**src/rtl/fadc_pkg.sv**
```systemverilog
// Purpose: Shared constants and types for the flash converter control logic
// Assumes: 200 MHz system clock, 32-bit AHB-Lite register access
// Notes: Register offsets are byte addresses of aligned words
package fadc_pkg;

   // ****************************************
   // Sizes
   // ****************************************
   localparam int CODE_W = 6;
   localparam int CMP_N = 64;
   localparam int THERM_N = 63;
   localparam int OVR_IDX = 63;

   // ****************************************
   // Timing
   // ****************************************
   localparam int CLK_PERIOD_NS = 5;
   localparam int MIN_HALF_NS = 16;
   localparam int MIN_HALF_CYC = (MIN_HALF_NS + CLK_PERIOD_NS - 1) / CLK_PERIOD_NS;
   localparam logic [1:0] FILL_SAMPLES = 2'h2;

   // ****************************************
   // Register map
   // ****************************************
   localparam logic [7:0] CTRL_OFS = 8'h00;
   localparam logic [7:0] STATUS_OFS = 8'h04;
   localparam logic [7:0] COUNT_OFS = 8'h08;
   localparam int CTRL_RUN_BIT = 0;
   localparam int ST_OVR_BIT = 6;
   localparam int ST_VALID_BIT = 7;
   localparam int ST_SAMPLE_BIT = 8;
   localparam int ST_TERR_BIT = 9;
   localparam logic CTRL_RUN_RST = 1'b1;
   localparam logic [CODE_W-1:0] CODE_FULL = 6'h3f;

   typedef struct packed {
      logic ovr;
      logic [CODE_W-1:0] code;
   } fadc_word_s;

   typedef struct packed {
      logic ovr;
      logic [THERM_N-1:0] edge_hot;
   } fadc_stage_s;

endpackage : fadc_pkg

```
**src/rtl/fadc_core.sv**
```systemverilog
// Purpose: Phase generation, thermometer latch, two-stage encoder, output stage
// Assumes: Converter clock and enables arrive from pins, sampled by the system clock
// Notes: Registers over AHB-Lite, zero wait states, always OKAY
//
// Added by the designer: the AHB-Lite interface to the registers and the address map.

// Behaviour
// - Split converter clock into sample and auto-balance phases driving all timing.
// - Phase is clock XOR phase-select; equal levels mean sample phase.
// - Sixty-four decisions: sixty-three form the thermometer, one flags over-range.
// - Comparators high below input, low above, giving a thermometer code.
// - Latch and first encoding at auto-balance; finish encoding in next sample.
// - Six code bits and over-range flag captured together into output flops.
// - Over-range flag follows the dedicated overflow comparator decision.
// - Output word appears one and a half cycles after its sample.
// - Outputs change only when a sample phase begins.
// - Master enable low three-states code and over-range outputs.
// - With master enable high, data enable low drives code; over-range stays driven.
// - One conversion per converter clock cycle.
// - Output is straight binary, one step per sixty-fourth of reference span.
// - Over range gives all code bits high with the flag set.
module fadc_core
   import fadc_pkg::*;
(
   input wire logic clk,
   input wire logic rst_n,
   input wire logic conv_clk,
   input wire logic phase_select,
   input wire logic [CMP_N-1:0] cmp_decision,
   input wire logic master_output_enable,
   input wire logic data_bus_enable_n,
   output logic [CODE_W-1:0] sample_code,
   output logic sample_code_oe_n,
   output logic over_range_flag,
   output logic over_range_flag_oe_n,
   input wire logic hsel,
   input wire logic [31:0] haddr,
   input wire logic [1:0] htrans,
   input wire logic hwrite,
   input wire logic [2:0] hsize,
   input wire logic [31:0] hwdata,
   input wire logic hready,
   output logic [31:0] hrdata,
   output logic hreadyout,
   output logic hresp
);

   // ****************************************
   // Encoder functions
   // ****************************************
   function automatic logic [THERM_N-1:0] therm_edge(input logic [THERM_N-1:0] t);
      logic [THERM_N-1:0] e;
      e = '0;
      for (int i = 0; i < THERM_N - 1; i++) begin
         e[i] = t[i] & ~t[i+1];
      end
      e[THERM_N-1] = t[THERM_N-1];
      return e;
   endfunction : therm_edge

   function automatic logic [CODE_W-1:0] edge_code(input logic [THERM_N-1:0] e);
      logic [CODE_W-1:0] c;
      c = '0;
      for (int i = 0; i < THERM_N; i++) begin
         if (e[i]) begin
            c = c | CODE_W'(i + 1);
         end
      end
      return c;
   endfunction : edge_code

   // ****************************************
   // Pin synchronisers
   // ****************************************
   logic cclk_s1_reg, cclk_s2_reg, phs_s1_reg, phs_s2_reg;
   logic moe_s1_reg, moe_s2_reg, den_n_s1_reg, den_n_s2_reg;
   logic [CMP_N-1:0] cmp_s1_reg, cmp_s2_reg;

   always_ff @(posedge clk) begin
      if (!rst_n) begin
         cclk_s1_reg <= 1'b0;
         cclk_s2_reg <= 1'b0;
         phs_s1_reg <= 1'b0;
         phs_s2_reg <= 1'b0;
         moe_s1_reg <= 1'b0;
         moe_s2_reg <= 1'b0;
         den_n_s1_reg <= 1'b1;
         den_n_s2_reg <= 1'b1;
         cmp_s1_reg <= '0;
         cmp_s2_reg <= '0;
      end else begin
         cclk_s1_reg <= conv_clk;
         cclk_s2_reg <= cclk_s1_reg;
         phs_s1_reg <= phase_select;
         phs_s2_reg <= phs_s1_reg;
         moe_s1_reg <= master_output_enable;
         moe_s2_reg <= moe_s1_reg;
         den_n_s1_reg <= data_bus_enable_n;
         den_n_s2_reg <= den_n_s1_reg;
         cmp_s1_reg <= cmp_decision;
         cmp_s2_reg <= cmp_s1_reg;
      end
   end

   // ****************************************
   // Phase generation
   // ****************************************
   logic in_sample, in_sample_reg, samp_start, ab_start;
   logic run_reg;

   assign in_sample = ~(cclk_s2_reg ^ phs_s2_reg);
   assign samp_start = in_sample & ~in_sample_reg;
   assign ab_start = ~in_sample & in_sample_reg;

   always_ff @(posedge clk) begin
      if (!rst_n) begin
         // Cleared synchronisers decode as sample phase; matching avoids a false start
         in_sample_reg <= 1'b1;
      end else begin
         in_sample_reg <= in_sample;
      end
   end

   // Half-cycle monitor: the source may run below the comparator settling limit
   logic [11:0] half_cnt_reg;
   logic terr_reg, terr_clr;

   always_ff @(posedge clk) begin
      if (!rst_n) begin
         half_cnt_reg <= '0;
      end else if (samp_start || ab_start) begin
         half_cnt_reg <= 12'h0001;
      end else if (half_cnt_reg != 12'h000 && half_cnt_reg != 12'hfff) begin
         // Holds at zero until the first phase edge, so that half is never judged
         half_cnt_reg <= half_cnt_reg + 12'h0001;
      end
   end

   // Set wins over a software clear in the same cycle
   always_ff @(posedge clk) begin
      if (!rst_n) begin
         terr_reg <= 1'b0;
      end else if ((samp_start || ab_start) && half_cnt_reg != '0
                   && half_cnt_reg < 12'(MIN_HALF_CYC)) begin
         terr_reg <= 1'b1;
      end else if (terr_clr) begin
         terr_reg <= 1'b0;
      end
   end

   // ****************************************
   // Latch and two-stage encoder
   // ****************************************
   fadc_stage_s stage_reg;
   fadc_word_s enc_reg;
   fadc_word_s out_reg;

   // Decisions sampled at the end of the sample phase feed the first stage
   always_ff @(posedge clk) begin
      if (!rst_n) begin
         stage_reg <= '0;
      end else if (run_reg && ab_start) begin
         stage_reg.edge_hot <= therm_edge(cmp_s2_reg[THERM_N-1:0]);
         stage_reg.ovr <= cmp_s2_reg[OVR_IDX];
      end
   end

   always_ff @(posedge clk) begin
      if (!rst_n) begin
         enc_reg <= '0;
      end else if (run_reg && samp_start) begin
         enc_reg.ovr <= stage_reg.ovr;
         if (stage_reg.ovr) begin
            enc_reg.code <= CODE_FULL;
         end else begin
            enc_reg.code <= edge_code(stage_reg.edge_hot);
         end
      end
   end

   // Loaded one sample later than the encoder: 1.5 converter cycles in all
   always_ff @(posedge clk) begin
      if (!rst_n) begin
         out_reg <= '0;
      end else if (run_reg && samp_start) begin
         out_reg <= enc_reg;
      end
   end

   // ****************************************
   // Pipeline fill and conversion count
   // ****************************************
   logic [1:0] fill_reg;
   logic valid_reg;
   logic [31:0] conv_cnt_reg;

   always_ff @(posedge clk) begin
      if (!rst_n || !run_reg) begin
         fill_reg <= '0;
         valid_reg <= 1'b0;
      end else if (samp_start) begin
         if (fill_reg == FILL_SAMPLES) begin
            valid_reg <= 1'b1;
         end else begin
            fill_reg <= fill_reg + 2'h1;
         end
      end
   end

   always_ff @(posedge clk) begin
      if (!rst_n) begin
         conv_cnt_reg <= '0;
      end else if (run_reg && samp_start) begin
         conv_cnt_reg <= conv_cnt_reg + 32'h0000_0001;
      end
   end

   // ****************************************
   // Output pins
   // ****************************************
   assign sample_code = out_reg.code;
   assign over_range_flag = out_reg.ovr;

   always_ff @(posedge clk) begin
      if (!rst_n) begin
         sample_code_oe_n <= 1'b1;
         over_range_flag_oe_n <= 1'b1;
      end else begin
         sample_code_oe_n <= ~(moe_s2_reg & ~den_n_s2_reg);
         over_range_flag_oe_n <= ~moe_s2_reg;
      end
   end

   // ****************************************
   // AHB-Lite register slave
   // ****************************************
   logic wr_pend_reg;
   logic [7:0] wr_addr_reg;
   logic addr_ok;

   assign addr_ok = hsel && htrans[1] && hready;
   assign terr_clr = wr_pend_reg && wr_addr_reg == STATUS_OFS && hwdata[ST_TERR_BIT];

   always_ff @(posedge clk) begin
      if (!rst_n) begin
         wr_pend_reg <= 1'b0;
         wr_addr_reg <= '0;
      end else begin
         wr_pend_reg <= addr_ok && hwrite;
         wr_addr_reg <= haddr[7:0];
      end
   end

   always_ff @(posedge clk) begin
      if (!rst_n) begin
         run_reg <= CTRL_RUN_RST;
      end else if (wr_pend_reg && wr_addr_reg == CTRL_OFS) begin
         run_reg <= hwdata[CTRL_RUN_BIT];
      end
   end

   // Read data is fetched in the address phase so it leaves a flop
   always_ff @(posedge clk) begin
      if (!rst_n) begin
         hrdata <= '0;
      end else if (addr_ok && !hwrite) begin
         case (haddr[7:0])
            CTRL_OFS: hrdata <= {31'h0000_0000, run_reg};
            STATUS_OFS: hrdata <= {22'h00_0000, terr_reg, in_sample_reg, valid_reg,
                                   out_reg.ovr, out_reg.code};
            COUNT_OFS: hrdata <= conv_cnt_reg;
            default: hrdata <= '0;
         endcase
      end
   end

   always_ff @(posedge clk) begin
      if (!rst_n) begin
         hreadyout <= 1'b0;
         hresp <= 1'b0;
      end else begin
         hreadyout <= 1'b1;
         hresp <= 1'b0;
      end
   end
endmodule : fadc_core

```
**config.mk**
```make
export PLATFORM = sky130hd
export DESIGN_NAME = fadc_core
export DESIGN_NICKNAME = d
export VERILOG_FILES = /design/src/rtl/fadc_pkg.sv /design/src/rtl/fadc_core.sv
export SDC_FILE = /design/constraint.sdc
export NUM_CORES = 1
export LEC_CHECK = 0
export BUFFER_PORTS_ARGS = -buffer_cell sky130_fd_sc_hd__buf_2
export CAP_MARGIN = 25
export CORE_ASPECT_RATIO = 0.9
export CORE_MARGIN = 5
export CORE_UTILIZATION = 39
export CTS_BUF_LIST = sky130_fd_sc_hd__clkbuf_4 sky130_fd_sc_hd__clkbuf_8 sky130_fd_sc_hd__clkbuf_16
export DETAILED_ROUTE_END_ITERATION = 10
export GPL_ROUTABILITY_DRIVEN = 0
export PLACE_DENSITY = 0.66
export REMOVE_ABC_BUFFERS = 1
export SYNTH_ARGS = -nofsm -noshare
export SYNTH_HDL_FRONTEND = slang
export SYNTH_SLANG_ARGS = --single-unit
```
**constraint.sdc**
```tcl
create_clock -name clk -period 2.1 [get_ports clk]
set_clock_uncertainty 0.05 [all_clocks]
set_input_delay 0.21 -clock clk [delete_from_list [all_inputs] [get_ports clk]]
set_output_delay 0.21 -clock clk [all_outputs]
set_load 0.02 [all_outputs]
```
# Word-level counts from Yosys, hierarchy flattened
# Index checks and enable logic that the tools add are counted.
[word_totals]
register_bits = 308
latch_bits = 0
ramBits = 0
rom_bits = 0
inputBits = 142
out_inout_bits = 43
elab_cells = 493
mem_count = 0
[op_classes]
n_addsub = 3
multipliers = 0
n_div = 0
n_lt_le_gt_ge = 1
eq_ne = 12
shifts = 0
muxes = 291
bitwise_logic = 133
reduce_logical = 24
[ops]
columns = ["cell", "n"]
rows = [
  ["6-bit 2-to-1 mux", 224],
  ["32-bit 2-to-1 mux", 6],
  ["64-bit 2-to-1 mux", 2],
  ["32-bit case mux with 3 select lines", 1],
  ["5-bit 2-to-1 mux", 16],
  ["1-bit NOT", 67],
  ["1-bit AND", 65],
  ["12-bit 2-to-1 mux", 5],
  ["32-bit by 1-bit adder with 32-bit output, second input constant", 1],
  ["4-bit 2-to-1 mux", 8],
  ["7-bit 2-to-1 mux", 4],
  ["8-bit by 3-bit == test with 1-bit output, second input constant", 2],
  ["8-bit logical NOT", 2],
  ["1-bit 2-to-1 mux", 14],
  ["2-bit 2-to-1 mux", 7],
  ["12-bit by 1-bit adder with 12-bit output, second input constant", 1],
  ["1-bit logical AND", 12],
  ["12-bit by 3-bit less-than comparator with 1-bit output, second input constant", 1],
  ["3-bit 2-to-1 mux", 4],
  ["12-bit != test, second input constant", 1],
  ["12-bit nonzero test", 1],
  ["8-bit by 4-bit == test with 1-bit output, second input constant", 1],
  ["2-bit by 1-bit != test with 1-bit output, second input constant", 4],
  ["3-bit by 1-bit != test with 1-bit output, second input constant", 2],
  ["8 further kinds", 13],
]

# Logic depth before layout (Yosys ltp)
[logic_depth]
ltp_word = 259
ltp_mapped = 9
mapped_depth_nobuf = 8

# Least setup slack after synthesis
# No wires, ideal clock.
[synth_path]
path_type = "register to register"
start = "register phs_s2_reg"
end = "register conv_cnt_reg[24]"
setup_time_ns = 0.070
t_arrival_ns = 1.996
setup_slack_ns = -0.017
stages_incl_launch_ff = 10
n_path_buf = 1
cell_sequence = "dfxtp_1 > xor2_1 > inv_1 > ha_1 > a21bo_2 > nand4_2 > or3_4 > buf_6 > or3_1 > a21oi_1"
[synth_between]
elab_chain_cells = 5
[synth_rtl]
columns = ["item", "line_no", "text"]
rows = [
  ["start: declaration", "fadc_core.sv:75", "logic cclk_s1_reg, cclk_s2_reg, phs_s1_reg, phs_s2_reg;"],
  ["start signal: assignment", "fadc_core.sv:95", "phs_s2_reg <= phs_s1_reg;"],
  ["1-bit XOR", "fadc_core.sv:111", "assign in_sample = ~(cclk_s2_reg ^ phs_s2_reg);"],
  ["1-bit NOT", "fadc_core.sv:111", ""],
  ["via in_sample", "fadc_core.sv:108", "logic in_sample, in_sample_reg, samp_start, ab_start;"],
  ["1-bit AND", "fadc_core.sv:112", "assign samp_start = in_sample & ~in_sample_reg;"],
  ["1-bit logical AND", "fadc_core.sv:213", "end else if (run_reg && samp_start) begin"],
  ["2-bit by 1-bit != test with 1-bit output (no source line)", "-", ""],
  ["end signal: assignment", "fadc_core.sv:214", "conv_cnt_reg <= conv_cnt_reg + 32'h0000_0001;"],
  ["end: declaration", "fadc_core.sv:195", "logic [31:0] conv_cnt_reg;"],
]
# The timed path passes the listed nets, and every way through them passes these cells.
# A chain may end at the register's enable or synchronous reset.

# Final worst setup path
[layout_path]
start = "register phs_s2_reg"
end = "register conv_cnt_reg[28]"
# Same word-level chain as after synthesis.

==> results by group <==
Status
  • Outcome: finished with violations
  • Failing checks: negative setup slack

GRT
  • Grt total ovfl: 0
  • Initial antenna violation count: 0
  • Via count of the first global-routing pass: 7755
  • Global-route wire length before repair: 37.8 mm
  • GRT Resource Usage Total: 0.144
  • Largest net degree at the start of global routing: 143

Layout
  • Diode count: 0
  • Layout Utilization: 0.508
  • Final Cell Area: 13600 sq um
  • Most common cell after layout, fill and taps aside: dfxtp_1
  • Layout fillers: 2466
  • Most frequent cells in the layout: dfxtp_1 (308), and2_1 (142), buf_2 (124)
  • Layout net count: 1427
  • Synth-to-Final Area Change: 28.9%
  • Layout cell share with drive strength beyond 1: 0.184

Yosys
  • Synth Register Bits: 308
  • Mean Syn Cell Area: 9.88 sq um
  • Top-area cell type share of the netlist area: 0.584
  • Post-synth EDFFs: 0
  • Post-synth top area cell: dfxtp_1
  • Synth Warn #: 0
  • Mapped Area: 10600 sq um
  • Post-Syn Instances: 1069
  • Synth area leaders: dfxtp_1 (58%), and2_1 (8.5%), nor3b_1 (4.4%)
  • Sequential fraction of the synthesis area: 0.584
  • Synth cell types: 46
  • Ys flop type: dfxtp_1
  • Share of flip-flops with an asynchronous set or reset: 0

Clocking
  • Clock-pin slew on the worst setup and hold paths: 0.06 ns
  • Root buffer cell: clkbuf_16
  • Cts bufs inserted: 30
  • Longest Clk Path Bufs: 3
  • Clock Sinks: 308
  • Insertion delay to the later sink of the worst-skew pair: 0.54 ns
  • CTS tree: done
  • H-tree lvl count: 1

Power
  • VDD IR max: 792 uV
  • Power per cell area: 903 nW/um^2
  • Leakage power: 5.42 nW
  • Final Total Pwr: 0.0123 W

Critical path
  • Req. time, crit path: 2.52 ns
  • Critical Path Sink Type: flop
  • Cell repeated most along the worst path: or3_4
  • Crit-path cells: xor2_1, inv_1, ha_2, a21bo_4, nand4_4, or3_4, buf_4, or3_4, a21oi_2
  • Arrival time worst endpoint: 2.52 ns
  • WS Path Type: flop to flop
  • Slowest-stage cell, CP: or3_4
  • Max stage delay on crit path: 0.39 ns
  • Worst Setup Start Kind: flop
  • Critical Path Fanout Max: 5

Floorplanning
  • # IOs: 185
  • # rows: 57
  • Die X: 183 microns
  • Die Ht: 166 microns
  • Core area: 26800 sq um
  • Starting density of the core: 0.394
  • Area of the die: 30500 sq um

Placement
  • Place WS: -0.0106 ns
  • Port Buffers: 125
  • DP Area: 11700 sq um
  • Final HPWL DP: 14.6 mm

Route
  • Post-DR wirelength/cell: 13.7 microns
  • Via Count: 7854
  • DR DRC count: 0
  • TritonRoute pass-1 iters: 5
  • Vias per cell: 4.75
  • Post-route ant nets: 0
  • Initial DRC count: 439
  • Total wire length: 22.7 mm

STA
  • Final setup viols: 2
  • Period utilization: 1.00
  • Final min period: 2.10 ns
  • FMAX: 0.476 GHz
  • Final worst setup slack: -0.00220 ns
  • RSZ-0062 raised after global routing: yes
  • Final Max Slew Viols: 0
  • Actual slew at the worst max-slew pin: 0.606 ns
  • Rel. slew slack: 0.595
  • Fin Setup TNS: -0.00347 ns
  • Final Hold Vio Count: 0

Min path
  • Hold WC Path Type: primary input to flop

Job
  • Max cap viols: 0
==> per-stage QoR <==
step / cells / hold slack [ns]
2_1_floorplan: 1010 / 0.188
3_3_place_gp: 1515 / 0.322
3_5_place_dp: 1515 / 0.323
4_1_cts: 1653 / 0.0465
5_1_grt: 1653 / 0.0617
6_report: 1653 / 0.0640
==> cell families after synthesis <==
logic type | after synthesis | share of synthesized area
AND/OR/NAND/NOR | 490 | 0.261
flip-flops | 308 | 0.584
AO/OA/AOI/OAI | 156 | 0.0918
buffers and inverters | 75 | 0.0285
XOR/XNOR | 31 | 0.0257
adder cells (fa/ha/maj) | 6 | 0.00711
multiplexers | 2 | 0.00190
other | 1 | 0.000355
==> power breakdown <==
group,total [W],internal [W],switching (W),leakage (nW)
clock network,0.00543,0.00329,0.00214,0.515
logic,0.000755,0.000378,0.000377,2.38
registers,0.00611,0.00603,0.0000833,2.52
total,0.0123,0.00969,0.00260,5.42
==> synth_stat cells (18+ instances only) <==
cell	count
nor3b_1	62
and2_1	143
a21oi_1	90
dfxtp_1	308
a22o_1	38
nand2_1	55
xnor2_1	21
nor3_1	20
nor2_1	108
o21ai_0	18
clkbuf_1	48
nand3_1	18
nor4_1	31
==> worst paths after layout <==
kind | depth (start not counted) | end | slack (ns) | start
max | 9 | conv_cnt_reg[28] | -0.002 | phs_s2_reg
min | 3 | in_sample_reg | 0.06 | rst_n
max reg2reg | 9 | conv_cnt_reg[28] | -0.002 | phs_s2_reg
min reg2reg | 1 | over_range_flag_oe_n | 0.34 | moe_s2_reg
==> final cells by class <==
| cell class | instances | area [sq um] | area share |
|---|---|---|---|
| clock inverters | 11 | 138 | 0.0101 |
| inverters | 16 | 60.1 | 0.00441 |
| repair buffers | 237 | 1730 | 0.127 |
| clock buffers | 41 | 882 | 0.0648 |
| multi-input cells | 686 | 4200 | 0.308 |
| well taps | 354 | 443 | 0.0325 |
| flip-flops and latches | 308 | 6170 | 0.453 |
==> layer usage <==
metal / GRT usage / wire length (microns) / vias up
li1: - / - / 4067
met1: 0.203 / 10900 / 3587
met2: 0.232 / 10200 / 173
met3: 0.0272 / 1270 / 27
met4: 0.0308 / 410 / 0
met5: 0 / 0 / -
==> critical path, delay by kind of cell (launching register included) <==
kind	cells	cell delay (ns)
adders and majority gates	1	0.18
AOI/OAI and AO/OA	2	0.25
DFF	1	0.30
xor gates and xnor gates	1	0.18
and+or+nand+nor	3	0.82
buffers and inverters	2	0.24
==> repair_timing <==
item,CTS,global route
hold buffers,80,0
endpoints found under the hold margin,79,0
resized for setup,6,14
setup endpoints to repair,1,20
setup buffers,6,0
pin swaps,7,3
No activity file was read; power rests on OpenSTA's default activity.
